[config.mk]
export PLATFORM = sky130hd
export DESIGN_NAME = dmn_top
export DESIGN_NICKNAME = d
export VERILOG_FILES = /design/src/dmn_pkg.sv /design/src/dmn_ifs.sv /design/src/dmn_counter.sv /design/src/dmn_avs.sv /design/src/dmn_top.sv
export VERILOG_INCLUDE_DIRS = /design/src /design/src/src
export SDC_FILE = /design/constraint.sdc
export NUM_CORES = 1
export LEC_CHECK = 0
export ABC_AREA = 1
export BUFFER_PORTS_ARGS = -buffer_cell sky130_fd_sc_hd__buf_2
export CELL_PAD_IN_SITES_DETAIL_PLACEMENT = 0
export CELL_PAD_IN_SITES_GLOBAL_PLACEMENT = 1
export CORE_MARGIN = 3
export CORE_UTILIZATION = 36
export CTS_BUF_LIST = sky130_fd_sc_hd__clkbuf_16
export DETAILED_ROUTE_END_ITERATION = 8
export HOLD_SLACK_MARGIN = 0.02
export PLACE_DENSITY = 0.86
export RECOVER_POWER = 100
export SLEW_MARGIN = 25
export SYNTH_ARGS = -nofsm -noshare
export SYNTH_HDL_FRONTEND = slang
export SYNTH_SLANG_ARGS = --single-unit
[constraint.sdc]
create_clock -name clk -period 2.4 [get_ports clk]
set_input_delay 0.48 -clock clk [delete_from_list [all_inputs] [get_ports clk]]
set_output_delay 0.48 -clock clk [all_outputs]
set_load 0.005 [all_outputs]
[src/dmn_cfg.svh]
/*
  Constants of the deadman timer clear and status block: register
  indices, key patterns, status bit positions and widths.
  Assumes inclusion by bare name from the design files.
*/
`ifndef DMN_CFG_SVH
`define DMN_CFG_SVH

// Avalon byte address width and word-index field
`define DMN_ADDR_W 6
`define DMN_IDX_LSB 2
`define DMN_IDX_MSB 4
`define DMN_HOLE_BIT 5

// Register word indices
`define DMN_IDX_CLR 3'h0
`define DMN_IDX_STAT 3'h1
`define DMN_IDX_CNTL 3'h2
`define DMN_IDX_CNTH 3'h3
`define DMN_IDX_PSCNTL 3'h4
`define DMN_IDX_PSCNTH 3'h5
`define DMN_IDX_PSINTVL 3'h6
`define DMN_IDX_PSINTVH 3'h7

// Key patterns
`define DMN_KEY_FIRST 8'h40
`define DMN_KEY_SECOND 8'h08
`define DMN_KEY_ZERO 8'h00

// Status bit positions
`define DMN_ST_BAD_FIRST_KEY_FLAG 7
`define DMN_ST_BAD_SECOND_KEY_FLAG 6
`define DMN_ST_EVENT 5
`define DMN_ST_WIN 0

// Widths and reset values
`define DMN_CNT_W 32
`define DMN_HALF_W 16
`define DMN_HALF_ZERO 16'h0000
`define DMN_WORD_ZERO 32'h0000_0000

`endif

[src/dmn_pkg.sv]
/*
  Types shared by the deadman timer clear and status block.
  Assumes dmn_cfg.svh is available on the include path.
*/
`include "dmn_cfg.svh"

package dmn_pkg;

  typedef logic [`DMN_HALF_W-1:0] dmn_half_t;
  typedef logic [`DMN_CNT_W-1:0] dmn_word_t;
  typedef logic [7:0] dmn_key_t;
  typedef logic [2:0] dmn_idx_t;

  // Avalon slave handshake states
  typedef enum logic {AVS_IDLE, AVS_ACK} dmn_avs_e;

endpackage

[src/dmn_ifs.sv]
/*
  Interfaces between the core and its two helpers: the register
  strobe link from the Avalon slave, and the counter link.
  Assumes dmn_pkg is compiled first.
*/
`timescale 1ns/1ps

interface dmn_reg_if;
  import dmn_pkg::*;
  logic wr_stb;
  logic rd_stb;
  logic hit;
  dmn_idx_t idx;
  logic be_low;
  dmn_half_t wdata;
  dmn_half_t rdata;
  modport slave (output wr_stb, rd_stb, hit, idx, be_low, wdata,
    input rdata);
  modport core (input wr_stb, rd_stb, hit, idx, be_low, wdata,
    output rdata);
endinterface

interface dmn_cnt_if;
  import dmn_pkg::*;
  logic enable;
  logic fetch;
  logic sleep;
  logic clear;
  logic capture;
  dmn_word_t match;
  dmn_word_t interval;
  dmn_word_t count;
  dmn_half_t held;
  logic window_open;
  logic expire;
  logic expired;
  modport core (output enable, fetch, sleep, clear, capture, match,
    interval, input count, held, window_open, expire, expired);
  modport counter (input enable, fetch, sleep, clear, capture, match,
    interval, output count, held, window_open, expire, expired);
endinterface

[src/dmn_counter.sv]
/*
  Deadman counter: 32-bit fetch counter with count match, clear
  window flag and upper-half hold register.
  Assumes all control comes from logic on the same clock.
*/
`timescale 1ns/1ps
`include "dmn_cfg.svh"

module dmn_counter
  import dmn_pkg::*;
(
  // Clock and reset
  input wire logic clk,
  input wire logic rst,
  // Link to the core
  dmn_cnt_if.counter cnt
);

  dmn_word_t count;
  dmn_word_t next_count;
  dmn_half_t held;
  logic expired;
  logic inc_ok;
  dmn_word_t count_inc;

  // Advance only on a fetch, awake, enabled and before expiry
  assign inc_ok = cnt.enable & cnt.fetch & ~cnt.sleep & ~expired;
  assign count_inc = count + 32'h0000_0001;
  assign next_count = cnt.clear ? `DMN_WORD_ZERO
    : (inc_ok ? count_inc : count);
  assign cnt.expire = inc_ok & (count_inc == cnt.match);
  assign cnt.count = count;
  assign cnt.held = held;
  assign cnt.expired = expired;
  assign cnt.window_open = cnt.enable & ~expired
    & (count >= cnt.interval);

  // Counter and expiry latch
  always_ff @(posedge clk)
  begin
    if (rst)
    begin
      count <= `DMN_WORD_ZERO;
      expired <= 1'b0;
    end
    else
    begin
      count <= next_count;
      expired <= expired | cnt.expire;
    end
  end

  // Hold register catches the upper half on a counter read
  always_ff @(posedge clk)
  begin
    if (rst)
      held <= `DMN_HALF_ZERO;
    else if (cnt.capture)
      held <= count[`DMN_CNT_W-1:`DMN_HALF_W];
  end

  AST_NO_STRAY_COUNT:
    assert property (@(posedge clk) disable iff (rst)
      (!cnt.clear && !(cnt.fetch && !cnt.sleep && cnt.enable))
      |=> $stable(count))
    else $error("counter moved without an awake fetch");

  AST_HOLD_CAPTURE:
    assert property (@(posedge clk) disable iff (rst)
      cnt.capture |=> held == $past(count[31:16]))
    else $error("hold register missed the upper half");

endmodule

[src/dmn_avs.sv]
/*
  Avalon-MM slave front end: one wait state per access, registered
  read data, strobes to the core on the accepting edge.
  Assumes a master that holds its request until waitrequest is low.
*/
`timescale 1ns/1ps
`include "dmn_cfg.svh"

module dmn_avs
  import dmn_pkg::*;
(
  // Clock and reset
  input wire logic clk,
  input wire logic rst,
  // Avalon-MM slave
  input wire logic [`DMN_ADDR_W-1:0] avs_address,
  input wire logic avs_read,
  input wire logic avs_write,
  input wire logic [3:0] avs_byteenable,
  input wire logic [31:0] avs_writedata,
  output logic [31:0] avs_readdata,
  output logic avs_waitrequest,
  // Strobes to the core
  dmn_reg_if.slave rif
);

  dmn_avs_e state;
  dmn_avs_e next_state;
  logic req;
  logic take;

  // Request decode; top address bit set is the unmapped hole
  assign req = avs_read | avs_write;
  assign take = req & (state == AVS_ACK);
  assign avs_waitrequest = req & (state != AVS_ACK);
  assign rif.wr_stb = avs_write & take;
  assign rif.rd_stb = avs_read & take;
  assign rif.hit = ~avs_address[`DMN_HOLE_BIT];
  assign rif.idx = avs_address[`DMN_IDX_MSB:`DMN_IDX_LSB];
  assign rif.be_low = avs_byteenable[0];
  assign rif.wdata = avs_writedata[`DMN_HALF_W-1:0];

  // One wait state, then accept
  always_comb
  begin
    next_state = state;
    case (state)
      AVS_IDLE: if (req) next_state = AVS_ACK;
      AVS_ACK: next_state = AVS_IDLE;
      default: next_state = AVS_IDLE;
    endcase
  end

  // State and read data; unmapped reads return zero
  always_ff @(posedge clk)
  begin
    if (rst)
    begin
      state <= AVS_IDLE;
      avs_readdata <= `DMN_WORD_ZERO;
    end
    else
    begin
      state <= next_state;
      if (state == AVS_IDLE && avs_read)
        avs_readdata <= {`DMN_HALF_ZERO,
          (rif.hit ? rif.rdata : `DMN_HALF_ZERO)};
    end
  end

endmodule

[src/dmn_top.sv]
/*
  Deadman timer clear and status block: two-step key clear, bad key
  and event flags, live counter and configuration readback.
  Assumes the first-step key write port, enable and fuse values sit
  outside on the same clock; software uses the Avalon-MM port.
*/
`timescale 1ns/1ps
`include "dmn_cfg.svh"

// Function
// - Correct second key after correct first key clears keys, restarts counter.
// - After a clear, counter readback shows zero.
// - Wrong second key sets bad flag, keeps first key, stores value.
// - Second key field returns to zero on a deadman reset event.
// - Status bit 7 reports a bad first key, read-only, reset zero.
// - Status bit 6 reports a bad second key, read-only, reset zero.
// - Status bit 5 reports expiry or a bad key.
// - Status bit 0 shows the open clear window.
// - Counter low and high registers return live counter halves.
// - Count status registers mirror the configured count fuses.
// - Interval status registers mirror the configured interval fuses.
// - First key 0x40 arms the clear; other values set bad flag.
// - Counter advances only on awake instruction fetches until match.
// - Hold register catches upper half on counter reads, resets zero.
module dmn_top
  import dmn_pkg::*;
(
  // Clock and reset
  input wire logic clk,
  input wire logic rst,
  // Avalon-MM slave
  input wire logic [`DMN_ADDR_W-1:0] avs_address,
  input wire logic avs_read,
  input wire logic avs_write,
  input wire logic [3:0] avs_byteenable,
  input wire logic [31:0] avs_writedata,
  output logic [31:0] avs_readdata,
  output logic avs_waitrequest,
  // Processor side
  input wire logic module_enable,
  input wire logic instr_fetch,
  input wire logic cpu_sleep,
  // First-step key write port from outside, key field out
  input wire logic first_key_wr,
  input wire logic [7:0] first_key_wdata,
  output logic [7:0] first_key_field,
  // Fuse values
  input wire logic [15:0] count_fuse_low,
  input wire logic [15:0] count_fuse_high,
  input wire logic [15:0] interval_fuse_low,
  input wire logic [15:0] interval_fuse_high,
  // Hold register and reset request
  output logic [15:0] held_upper_count,
  output logic hold_capture,
  output logic deadman_reset_req
);

  dmn_reg_if rif ();
  dmn_cnt_if cnt ();

  dmn_key_t second_key_field;
  dmn_key_t next_first_key;
  dmn_key_t next_second_key;
  logic bad_first_key_flag;
  logic bad_second_key_flag;
  logic deadman_event_flag;
  logic clear_window_open;
  logic wr_clear_reg;
  dmn_key_t wkey;
  logic armed;
  logic good_clear;
  logic bad_first_set;
  logic bad_second_set;
  logic event_set;
  logic reset_event;
  logic rd_counter;
  dmn_half_t status_word;
  dmn_half_t rd_mux;

  // Register bus front end
  dmn_avs u_avs (
    .clk(clk),
    .rst(rst),
    .avs_address(avs_address),
    .avs_read(avs_read),
    .avs_write(avs_write),
    .avs_byteenable(avs_byteenable),
    .avs_writedata(avs_writedata),
    .avs_readdata(avs_readdata),
    .avs_waitrequest(avs_waitrequest),
    .rif(rif)
  );

  // Fetch counter
  dmn_counter u_counter (
    .clk(clk),
    .rst(rst),
    .cnt(cnt)
  );

  // Counter controls and configured values
  assign cnt.enable = module_enable;
  assign cnt.fetch = instr_fetch;
  assign cnt.sleep = cpu_sleep;
  assign cnt.clear = good_clear;
  assign cnt.capture = rd_counter;
  assign cnt.match = {count_fuse_high, count_fuse_low};
  assign cnt.interval = {interval_fuse_high, interval_fuse_low};

  // Key decode
  assign wr_clear_reg = rif.wr_stb & rif.hit & rif.be_low
    & (rif.idx == `DMN_IDX_CLR);
  assign wkey = rif.wdata[7:0];
  assign armed = (first_key_field == `DMN_KEY_FIRST);
  assign good_clear = wr_clear_reg & armed
    & (wkey == `DMN_KEY_SECOND);
  assign bad_second_set = wr_clear_reg & ~good_clear;
  assign bad_first_set = first_key_wr
    & (first_key_wdata != `DMN_KEY_FIRST);
  assign reset_event = cnt.expire;
  assign event_set = reset_event | bad_first_set | bad_second_set;
  assign clear_window_open = cnt.window_open;
  assign deadman_reset_req = cnt.expired;
  assign held_upper_count = cnt.held;
  assign hold_capture = rd_counter;
  assign rd_counter = rif.rd_stb & rif.hit
    & ((rif.idx == `DMN_IDX_CNTL) | (rif.idx == `DMN_IDX_CNTH));

  // Next key values: reset event, then good clear, then a write
  assign next_first_key = reset_event ? `DMN_KEY_ZERO
    : good_clear ? `DMN_KEY_ZERO
    : first_key_wr ? first_key_wdata : first_key_field;
  assign next_second_key = reset_event ? `DMN_KEY_ZERO
    : good_clear ? `DMN_KEY_ZERO
    : bad_second_set ? wkey : second_key_field;

  // Key fields
  always_ff @(posedge clk)
  begin
    if (rst)
    begin
      first_key_field <= `DMN_KEY_ZERO;
      second_key_field <= `DMN_KEY_ZERO;
    end
    else
    begin
      first_key_field <= next_first_key;
      second_key_field <= next_second_key;
    end
  end

  // Sticky status flags; only reset clears them
  always_ff @(posedge clk)
  begin
    if (rst)
    begin
      bad_first_key_flag <= 1'b0;
      bad_second_key_flag <= 1'b0;
      deadman_event_flag <= 1'b0;
    end
    else
    begin
      bad_first_key_flag <= bad_first_key_flag | bad_first_set;
      bad_second_key_flag <= bad_second_key_flag | bad_second_set;
      deadman_event_flag <= deadman_event_flag | event_set;
    end
  end

  // Status word; unused bits read zero
  always_comb
  begin
    status_word = `DMN_HALF_ZERO;
    status_word[`DMN_ST_BAD_FIRST_KEY_FLAG] = bad_first_key_flag;
    status_word[`DMN_ST_BAD_SECOND_KEY_FLAG] = bad_second_key_flag;
    status_word[`DMN_ST_EVENT] = deadman_event_flag;
    status_word[`DMN_ST_WIN] = clear_window_open;
  end

  // Read selection; all registers are read-only apart from the key
  always_comb
  begin
    case (rif.idx)
      `DMN_IDX_CLR: rd_mux = {8'h00, second_key_field};
      `DMN_IDX_STAT: rd_mux = status_word;
      `DMN_IDX_CNTL: rd_mux = cnt.count[15:0];
      `DMN_IDX_CNTH: rd_mux = cnt.count[31:16];
      `DMN_IDX_PSCNTL: rd_mux = count_fuse_low;
      `DMN_IDX_PSCNTH: rd_mux = count_fuse_high;
      `DMN_IDX_PSINTVL: rd_mux = interval_fuse_low;
      `DMN_IDX_PSINTVH: rd_mux = interval_fuse_high;
      default: rd_mux = `DMN_HALF_ZERO;
    endcase
  end
  assign rif.rdata = rd_mux;

  AST_CLEAR_RESTART:
    assert property (@(posedge clk) disable iff (rst)
      (wr_clear_reg && wkey == 8'h08 && first_key_field == 8'h40)
      |=> (cnt.count == 32'h0 && first_key_field == 8'h00
        && second_key_field == 8'h00))
    else $error("good key pair did not restart the counter");

  AST_READ_AFTER_CLEAR:
    assert property (@(posedge clk) disable iff (rst)
      (good_clear ##1 !instr_fetch
        ##1 (avs_read && avs_waitrequest && rif.idx == 3'h2))
      |-> rd_mux == 16'h0000)
    else $error("counter readback not zero after clear");

  AST_BAD_SECOND:
    assert property (@(posedge clk) disable iff (rst)
      (wr_clear_reg && !reset_event && !first_key_wr
        && !(wkey == 8'h08 && first_key_field == 8'h40))
      |=> (bad_second_key_flag
        && first_key_field == $past(first_key_field)
        && second_key_field == $past(wkey)))
    else $error("bad second key handled wrongly");

  AST_EVENT_CLEARS_KEY:
    assert property (@(posedge clk) disable iff (rst)
      cnt.expire |=> second_key_field == 8'h00)
    else $error("second key kept across a reset event");

  AST_BAD_FIRST:
    assert property (@(posedge clk) disable iff (rst)
      (first_key_wr && first_key_wdata != 8'h40)
      |=> (status_word[7] && deadman_event_flag)[*2])
    else $error("bad first key not reported");

  AST_BAD_SECOND_KEY_FLAG_STICKY:
    assert property (@(posedge clk) disable iff (rst)
      status_word[6] |=> status_word[6])
    else $error("bad second key flag fell without reset");

  AST_EXPIRY_EVENT:
    assert property (@(posedge clk) disable iff (rst)
      cnt.expire |=> status_word[5] && deadman_reset_req)
    else $error("expiry not flagged");

  AST_WINDOW_BIT:
    assert property (@(posedge clk) disable iff (rst)
      status_word[0] == (module_enable && !cnt.expired
        && cnt.count >= {interval_fuse_high, interval_fuse_low}))
    else $error("window bit disagrees with the counter");

  AST_COUNT_HIGH_READ:
    assert property (@(posedge clk) disable iff (rst)
      (avs_read && !avs_waitrequest && avs_address == 6'h0c)
      |-> avs_readdata[15:0] == $past(cnt.count[31:16]))
    else $error("counter high read not live");

  AST_COUNT_FUSE:
    assert property (@(posedge clk) disable iff (rst)
      (rif.idx == 3'h5) |-> rd_mux == count_fuse_high)
    else $error("count status does not mirror fuse");

  AST_INTERVAL_FUSE:
    assert property (@(posedge clk) disable iff (rst)
      (avs_read && !avs_waitrequest && avs_address == 6'h18)
      |-> avs_readdata == {16'h0000, $past(interval_fuse_low)})
    else $error("interval status does not mirror fuse");

  AST_ARM:
    assert property (@(posedge clk) disable iff (rst)
      (first_key_wr && first_key_wdata == 8'h40 && !cnt.expire
        && !good_clear && !bad_first_key_flag)
      |=> armed && !bad_first_key_flag)
    else $error("good first key did not arm");

  AST_RESET_REQ_HOLDS:
    assert property (@(posedge clk) disable iff (rst)
      deadman_reset_req |=> deadman_reset_req [*3])
    else $error("reset request dropped");

  AST_COUNT_LOW_READ:
    assert property (@(posedge clk) disable iff (rst)
      (avs_read && !avs_waitrequest && avs_address == 6'h08)
      |-> avs_readdata[15:0] == $past(cnt.count[15:0]))
    else $error("counter low read not live");

  AST_HOLD_PULSE:
    assert property (@(posedge clk) disable iff (rst)
      (avs_read && !avs_waitrequest
        && (avs_address == 6'h08 || avs_address == 6'h0c))
      |-> hold_capture)
    else $error("counter read did not pulse the hold capture");

  AST_COUNT_FUSE_LOW:
    assert property (@(posedge clk) disable iff (rst)
      (avs_read && !avs_waitrequest && avs_address == 6'h10)
      |-> avs_readdata == {16'h0000, $past(count_fuse_low)})
    else $error("count status low does not mirror fuse");

  AST_INTERVAL_FUSE_HIGH:
    assert property (@(posedge clk) disable iff (rst)
      (avs_read && !avs_waitrequest && avs_address == 6'h1c)
      |-> avs_readdata == {16'h0000, $past(interval_fuse_high)})
    else $error("interval status high does not mirror fuse");

  AST_REQ_ONLY_ON_EXPIRY:
    assert property (@(posedge clk) disable iff (rst)
      (!cnt.expire && !deadman_reset_req) |=> !deadman_reset_req)
    else $error("reset request raised without a count match");

  AST_EVENT_CLEARS_FIRST:
    assert property (@(posedge clk) disable iff (rst)
      cnt.expire |=> first_key_field == 8'h00)
    else $error("first key kept across a reset event");

endmodule

==> reports/results.tsv, run 1 <==
stage	metric	value	unit
timing	slew_viol_final	0	
die	boundaryPins	181	
finish	fillers	1705	
die	die_h	136	um
finish	drive_gt1_share	23.6	%
detailed_routing	drtIter0Drc	684	
clock_tree	clk_pin_slew	0.07	ns
clock_tree	cts_buffers	9	
yosys	yosysUniqueCellTypes	45	
yosys	synth_warnings	0	
critical_path	worst_setup_path_end_kind	flop	
clock_tree	root_buffer	clkbuf_16	
timing	max_freq	426	MHz
detailed_routing	drt-pass1-iter-count	5	
timing	finalCritPeriodShare	97.9	%
critical_path	cp.arrival	2.62	ns
flow_run	max-cap-violations	0	
pwr	p_leak	3.75	nW
detailed_routing	via_per_inst	5.23	
placement	gp_congestion	0.978	
die	die_w	136	um
finish	post-route-util	49.5	%
timing	slew_headroom	43.3	%
detailed_routing	vias	7218	
run_status	outcome	completed	
timing	post-route-min-period	2.35	ns
die	dieArea	0.0184	mm^2
detailed_routing	drc	0	
placement	portBuffers	135	
grt	antenna_found_initial	0	
yosys	ys.flop_type	dfxtp_1	
yosys	ys_ff_latch	85	
finish	diodes	0	
placement	dp_hpwl	19100	um
grt	grt_usage	25.7	%
yosys	synth_edf_count	0	
clock_tree	htreeDepth	3	
clock_tree	clockBufferDepth	2	
yosys	synthCells	944	
timing	setup_slack	0.0512	ns
timing	setup_violations	0	
detailed_routing	finalWirelength	23800	um
grt	grt_max_degree	47	
grt	grt_pass1_vias	6797	
finish	area_growth	32.0	%
die	start_util	37.5	%
critical_path	required	2.67	ns
clock_tree	cts_tree	yes	
die	rows	46	
yosys	synth.avg_cell_area	6.42	um^2
timing	worst_slew_pin_slew	0.843	ns
detailed_routing	post_drt_wl_per_cell	17.3	um
finish	final_nets	1314	
timing	hold_viol	0	
grt	overflow	0	
pwr	power.density	475	mW/mm^2
grt	grt_pass1_wl	36300	um
die	coreArea	0.0162	mm^2
worst_hold_path	hp-class	primary input to flop	
critical_path	path_class	flop to flop	
yosys	ys_seq_area_share	28.1	%
placement	dp_slack	0.0302	ns
detailed_routing	ant_nets	0	
critical_path	critPathMaxFanout	5	
yosys	ys_async_sr_fraction	0	%
clock_tree	cts.sinks	85	
yosys	synthesis.area	0.00606	mm^2
critical_path	crit_path_start_kind	flop	
clock_tree	clk_latency	0.35	ns
timing	skew	0.00904	ns
pwr	ir_drop	0.353	mV
per-stage QoR:
step	hold slack, ns	total power, W	instance area (um^2)	instances	setup TNS [ns]
after floorplan	0.436	0.00189	6120	959	0
after global placement	0.447	0.00219	7510	1357	0
after detailed placement	0.449	0.00220	7510	1357	0
after CTS	0.382	0.00381	7850	1372	-0.00181
after global routing	0.406	0.00394	8000	1379	-0.0174
final	0.390	0.00380	8000	1379	0
worst max-delay path, stage by stage (launching register included):
cell     delay (ns)
dfxtp_2        0.35
ha_4           0.16
buf_4          0.15
or2_2          0.30
nand2_1        0.12
xnor2_1        0.08
nor3_2         0.15
nand3_2        0.13
nor2_2         0.14
nand4_1        0.10
nor2_1         0.14
nand2_2        0.15
buf_6          0.16
a21oi_1        0.13
flip-flops by register name, summed over array words and instances, names as in the netlist:
register and count:
bad_first_key_flag 1, bad_second_key_flag 1, deadman_event_flag 1, first_key_field 8, second_key_field 8, u_avs.avs_readdata 16
u_avs.state 1, u_counter.cnt.count 32, u_counter.cnt.expired 1, u_counter.cnt.held 16
placed cells by master (no fill, tap or decap), types with 5 or more instances in the layout:
cell type	n
nand2_1	216
o31ai_1	7
nor3_2	5
conb_1	16
clkbuf_16	9
nand3_1	55
nand2_2	11
mux2i_1	12
a21oi_1	88
buf_4	83
nand4_1	11
buf_2	107
clkbuf_1	31
o21ai_0	65
nor2_4	9
ha_1	32
nor3_1	8
o22ai_1	21
dfxtp_1	74
inv_1	121
a22oi_1	7
o211ai_1	5
nor4_1	6
nor2_1	69
nor2_2	17
o21ai_1	5
dfxtp_2	10
clkinv_1	6
synthesized netlist by cell type, types with 6 or more instances:
cell	count	area share (%)
nand4_1	11	1.1
nor2_1	84	5.2
a21oi_1	89	7.3
clkinv_1	6	0.37
o31ai_1	7	0.87
nor2_2	10	1.0
nor4_1	6	0.62
mux2i_1	12	2.0
dfxtp_1	85	28
ha_1	33	6.8
inv_1	121	7.5
nand3_1	57	4.7
a22oi_1	7	0.87
nand2_1	223	14
o22ai_1	21	2.2
clkbuf_1	19	1.2
nor3_1	10	0.83
o21ai_0	67	5.5
buf_4	17	2.1
path summary, 6_finish.rpt:
| check | start | to | slack, ns | cells past startpoint |
|---|---|---|---|---|
| worst max-delay path | u_counter.cnt.count[0] | deadman_event_flag | 0.05 | 13 |
| worst max register to register | u_counter.cnt.count[0] | deadman_event_flag | 0.05 | 13 |
| worst min-delay path | avs_writedata[1] | second_key_field[1] | 0.39 | 3 |
| worst min register to register | bad_second_key_flag | bad_second_key_flag | 0.46 | 2 |
kinds of logic (layout without fill, tap and decap cells):
logic type      count (synthesis)  after routing  synth area share, %
flops                          85             85                 28.1
fa+ha+maj                      33             33                 6.81
xor+xnor                        6              6                0.867
buf+inv                       165            369                 11.4
mux                            12             12                 1.98
other cells                     1             16               0.0619
compound gates                223            223                 20.9
simple gates                  419            419                 29.9
repair_timing:
item,in CTS,in global routing
buffers inserted,0,7
hold buffers,0,0
resized for setup,1,59
endpoints found under the setup margin,1,18
pin swaps,1,14
power breakdown:
part           total, W  leakage, nW  switching (W)  internal [W]
clock           0.00161        0.164       0.000609       0.00100
combinational  0.000678         2.88       0.000415      0.000263
sequential      0.00151        0.697      0.0000472       0.00146
total           0.00380         3.75        0.00107       0.00273
metal layers:
metal / part of all wire (%) / vias up / global-route usage, %
li1: - / 3576 / -
met1: 42 / 3250 / 33.6
met2: 46 / 340 / 41.6
met3: 9.1 / 52 / 5.09
met4: 3.3 / 0 / 9.97
met5: 0 / - / 0
final cells by class:
cell class	instances	area, um^2	area share (%)
Multi-Input combinational cell	709	3880	48.5
Sequential cell	85	1720	21.5
Timing Repair Buffer	227	1330	16.6
Inverter	127	477	5.96
Tap cell	216	270	3.38
Clock buffer	9	225	2.82
Clock inverter	6	105	1.31
Power figures use the tool's default switching activity.
==> run 2: changes to the inputs <==
Settings changed: PLACE_DENSITY 0.86 to 0.79.
==> reports/results.tsv, run 2 (synthesis results as in run 1) <==
stage	metric	value	unit
pwr	power.density	466	mW/mm^2
die	start_util	37.5	%
detailed_routing	vias	7079	
finish	layout_commonest_cell	nand2_1	
critical_path	crit_path_start_kind	flop	
grt	grt_pass1_wl	35900	um
timing	rsz0062_at_grt	true	
grt	overflow	0	
finish	final_cell_mix	nand2_1, inv_1, buf_2	
pwr	ir_drop	0.347	mV
grt	top_usage_layer	met2	
clock_tree	root_buffer	clkbuf_16	
critical_path	crit_end	deadman_event_flag	
detailed_routing	drtIter0Drc	554	
timing	slew_viol_final	0	
grt	met3_usage	4.49	%
grt	gr-usage-met2	42.6	%
worst_hold_path	holdPathStages	3	
finish	final_nets	1316	
critical_path	cp.arrival	2.61	ns
finish	largest_register	u_counter.cnt.count	
die	die_w	136	um
detailed_routing	drc	0	
timing	skew	0.00724	ns
detailed_routing	drt-pass1-iter-count	5	
finish	fillers	1764	
finish	multi_input_comb_area	0.00389	mm^2
die	die_h	136	um
clock_tree	clk_pin_slew	0.07	ns
die	dieArea	0.0184	mm^2
critical_path	critPathMaxFanout	5	
timing	setup_violations	0	
placement	dp_slack	-0.0429	ns
critical_path	r2r-start	u_counter.cnt.count[1]	
grt	antenna_found_initial	1	
clock_tree	htreeDepth	3	
grt	grt_pass1_vias	6609	
timing	worst_slew_pin_slew	0.728	ns
die	coreArea	0.0162	mm^2
flow_run	max-cap-violations	0	
critical_path	r2r_slack	0.09	ns
detailed_routing	ant_nets	0	
finish	post-route-util	49.5	%
timing	setup_slack	0.0882	ns
pwr	p_leak	3.78	nW
finish	area_growth	32.2	%
finish	seqCellArea	0.00172	mm^2
worst_hold_path	hp-class	primary input to flop	
die	rows	46	
critical_path	required	2.70	ns
timing	slew_headroom	51.0	%
clock_tree	cts_tree	yes	
critical_path	rr_worst_depth	13	
clock_tree	clockBufferDepth	2	
clock_tree	cts_hold_buf	0	
critical_path	startpoint	u_counter.cnt.count[1]	
grt	grt_usage	25.8	%
detailed_routing	via_per_inst	5.12	
pwr	total_power	0.00373	W
clock_tree	clk_latency	0.36	ns
clock_tree	cts_buffers	9	
finish	largest_registers	u_counter.cnt.count x32, u_avs.avs_readdata x16, u_counter.cnt.held x16	
run_status	outcome	completed	
die	boundaryPins	181	
finish	drive_gt1_share	24.5	%
grt	grt_max_degree	44	
timing	max_freq	433	MHz
placement	dp_hpwl	19800	um
placement	portBuffers	135	
grt	use_met1	33.5	%
placement	gp_congestion	0.957	
clock_tree	cts.sinks	85	
critical_path	path_class	flop to flop	
finish	diodes	0	
critical_path	worst_setup_path_end_kind	flop	
critical_path	reg2reg_to	deadman_event_flag	
timing	hold_viol	0	
timing	finalCritPeriodShare	96.3	%
timing	post-route-min-period	2.31	ns
detailed_routing	post_drt_wl_per_cell	17.4	um
detailed_routing	finalWirelength	24100	um
finish	largest_register_ffs	32	
-- run 2: changes by cell type in the layout (fill, tap and decap cells not counted), sizes merged --
cell,delta
inv,+3
bufinv,-2
buf,+4
clkbuf,-2
-- run 2: metal layers --
layer	share of wire [%]	vias up
met5	0.037	-
met4	3.2	2
met3	6.8	46
met2	46	277
met1	44	3182
li1	-	3572
-- run 2: critical path, stage by stage (launching register included) --
cell and delay (ns):
dfxtp_4 0.36, ha_4 0.17, buf_4 0.16, or2_2 0.28
nand2_1 0.08, xnor2_1 0.07, nor3_2 0.16, nand3_2 0.13
nor2_2 0.12, nand4_1 0.15, nor2_2 0.17, nand2_2 0.13
buf_6 0.15, a21oi_1 0.10
-- run 2: final cells by class --
| class | count | share of cell area, % |
|---|---|---|
| clock buffers | 9 | 2.81 |
| flip-flops and latches | 85 | 21.5 |
| inverters | 127 | 5.95 |
| well taps | 216 | 3.37 |
| clock inverters | 7 | 1.11 |
| repair buffers | 229 | 16.6 |
| multi-input cells | 709 | 48.6 |
-- run 2: what timing repair did --
action / 4_1_cts / 5_1_grt
setup buffers: 0 / 2
pin swaps: 0 / 12
endpoints found under the hold margin: 0 / 0
gates resized for setup: 8 / 54
endpoints found under the setup margin: 18 / 18
-- run 2: report_power, final --
| group | switching [W] | leakage, nW | internal (W) |
|---|---|---|---|
| Sequential | 0.0000455 | 0.698 | 0.00146 |
| Combinational | 0.000419 | 2.93 | 0.000267 |
| Clock | 0.000702 | 0.152 | 0.000838 |
-- run 2: worst min path at each step --
stage,startpoint,end
final,avs_writedata[7],second_key_field[7]
after global routing,avs_writedata[6],second_key_field[6]
after CTS,avs_writedata[7],second_key_field[7]
after detailed placement,bad_second_key_flag,bad_second_key_flag
after global placement,bad_second_key_flag,bad_second_key_flag
after floorplan,bad_second_key_flag,bad_second_key_flag
-- run 2: metrics by stage --
| step | hold WS [ns] | setup TNS [ns] | instance area (um^2) | instances |
|---|---|---|---|---|
| 5_1_grt | 0.399 | -0.278 | 8010 | 1382 |
| 3_5_place_dp | 0.455 | -0.453 | 7550 | 1364 |
| 2_1_floorplan | 0.436 | 0 | 6120 | 959 |
| 6_report | 0.383 | 0 | 8010 | 1382 |
| 4_1_cts | 0.375 | 0 | 7890 | 1380 |
| 3_3_place_gp | 0.449 | -0.322 | 7550 | 1364 |
==> run 3: changes to the inputs <==
Settings changed: CORE_ASPECT_RATIO set to 0.75, GPL_TIMING_DRIVEN set to 0.
==> reports/results.tsv, run 3 (synthesis results as in run 1) <==
stage	metric	value	unit
clock_tree	cts.sinks	85	
worst_hold_path	hp-class	primary input to flop	
grt	grt_max_degree	16	
die	dieArea	0.0184	mm^2
die	boundaryPins	181	
detailed_routing	vias	7170	
pwr	p_sw_share	31.9	%
finish	post-route-util	49.1	%
pwr	ir_drop	0.373	mV
detailed_routing	finalWirelength	25500	um
critical_path	startpoint	u_counter.cnt.count[0]	
finish	largest_register_ffs	32	
die	start_util	37.3	%
timing	setup_slack	0.0215	ns
pwr	p_leak	3.65	nW
critical_path	crit_path_start_kind	flop	
pwr	total_power	0.00355	W
pwr	power.density	445	mW/mm^2
flow_run	max-cap-violations	0	
grt	grt_pass1_vias	6306	
placement	gp_congestion	0.974	
timing	hold_viol	0	
critical_path	required	2.65	ns
timing	finalCritPeriodShare	99.1	%
die	coreArea	0.0163	mm^2
clock_tree	clk_latency	0.36	ns
clock_tree	htreeDepth	3	
pwr	pwr-share-comb	19.3	%
timing	post-route-min-period	2.38	ns
clock_tree	clk_pin_slew	0.07	ns
clock_tree	clockBufferDepth	2	
detailed_routing	post_drt_wl_per_cell	19.0	um
timing	skew	0.00537	ns
placement	dp_hpwl	20200	um
detailed_routing	drtIter0Drc	803	
timing	hold_ws	0.377	ns
critical_path	worst_setup_path_end_kind	flop	
detailed_routing	drc	0	
run_status	outcome	completed	
finish	diodes	0	
pwr	intPower	0.00242	W
timing	worst_slew_pin_slew	0.781	ns
finish	area_growth	31.8	%
timing	slew_headroom	47.9	%
finish	fillers	1708	
timing	slew_viol_final	0	
timing	rsz0062_at_grt	true	
timing	max_freq	420	MHz
die	die_h	118	um
detailed_routing	drt-pass1-iter-count	5	
finish	largest_register	u_counter.cnt.count	
clock_tree	cts_tree	yes	
placement	portBuffers	134	
finish	largest_registers	u_counter.cnt.count x32, u_avs.avs_readdata x16, u_counter.cnt.held x16	
clock_tree	cts_hold_buf	0	
placement	post_dp_cell_area	0.00706	mm^2
grt	grt_usage	26.4	%
pwr	seqPwrFrac	42.7	%
die	rows	40	
detailed_routing	ant_nets	0	
detailed_routing	via_per_inst	5.34	
critical_path	path_class	flop to flop	
finish	layout_commonest_cell	nand2_1	
finish	stdcell_area	0.00799	mm^2
worst_hold_path	hp-start	rst	
finish	final_nets	1283	
clock_tree	root_buffer	clkbuf_16	
grt	overflow	0	
critical_path	critPathMaxFanout	5	
critical_path	r2r-start	u_counter.cnt.count[0]	
pwr	switching_power	0.00114	W
grt	grt_pass1_wl	36900	um
clock_tree	cts_buffers	9	
die	die_w	156	um
placement	dp_slack	-0.556	ns
finish	drive_gt1_share	25.5	%
pwr	p_clk_share	38.0	%
finish	final_cell_mix	nand2_1, inv_1, buf_2	
grt	antenna_found_initial	0	
timing	setup_violations	0	
critical_path	cp.arrival	2.63	ns
==> run 3: area by class of cell <==
cell class / count / area (um^2) / share of cell area [%]
Clock inverter: 7 / 51.3 / 0.642
Inverter: 127 / 483 / 6.05
Multi-Input combinational cell: 709 / 4100 / 51.4
Buffer: 38 / 233 / 2.91
Tap cell: 210 / 263 / 3.29
Clock buffer: 9 / 225 / 2.82
Timing Repair Buffer: 158 / 871 / 10.9
Sequential cell: 85 / 1760 / 22.0
==> run 3: routing by layer <==
| layer | GRT usage [%] | share of wire [%] | wire (um) |
|---|---|---|---|
| met1 | 39.3 | 47 | 12000 |
| met4 | 5.13 | 1.2 | 306 |
| met5 | 0 | 0 | 0 |
| met2 | 35.8 | 40 | 10300 |
| met3 | 9.85 | 11 | 2900 |
==> run 3: repair_timing <==
action	CTS	global route
setup endpoints to repair	29	22
gates resized for setup	41	111
cloned	0	1
setup buffers	4	19
pin swaps	5	30
==> run 3: worst max-delay path: stages, from the launching register on <==
cell and delay, ns:
dfxtp_2 0.36, ha_4 0.16, nand2_4 0.06, nor2_4 0.20
nand2_4 0.13, buf_6 0.15, inv_4 0.05, nand2_1 0.05
nand2_1 0.07, nand2_1 0.07, nand2_1 0.06, nand2_1 0.05
nor2_1 0.14, nand4_1 0.19, nor2_2 0.13, nand2_2 0.10
nand2_4 0.12, clkbuf_16 0.15, nor2_1 0.04
==> run 3: power groups by stage <==
stage	clock network [W]	registers, W	logic, W
2_1_floorplan	0	0.00153	0.000358
3_3_place_gp	0	0.00155	0.000623
3_5_place_dp	0	0.00155	0.000625
4_1_cts	0.00137	0.00152	0.000633
5_1_grt	0.00143	0.00152	0.000757
6_report	0.00135	0.00152	0.000684
==> run 3: worst paths after layout <==
kind | endpoint | slack, ns | depth (start not counted)
worst max-delay path | first_key_field[4] | 0.02 | 18
worst min-delay path | u_avs.state | 0.38 | 2
worst max register to register | first_key_field[4] | 0.02 | 18
worst min register to register | u_avs.avs_readdata[8] | 0.46 | 2
==> run 3: per-stage QoR <==
stage	instances	setup TNS (ns)
2_1_floorplan	959	0
3_3_place_gp	1303	-16.86
3_5_place_dp	1303	-14.73
4_1_cts	1323	0
5_1_grt	1343	-0.737
6_report	1343	0
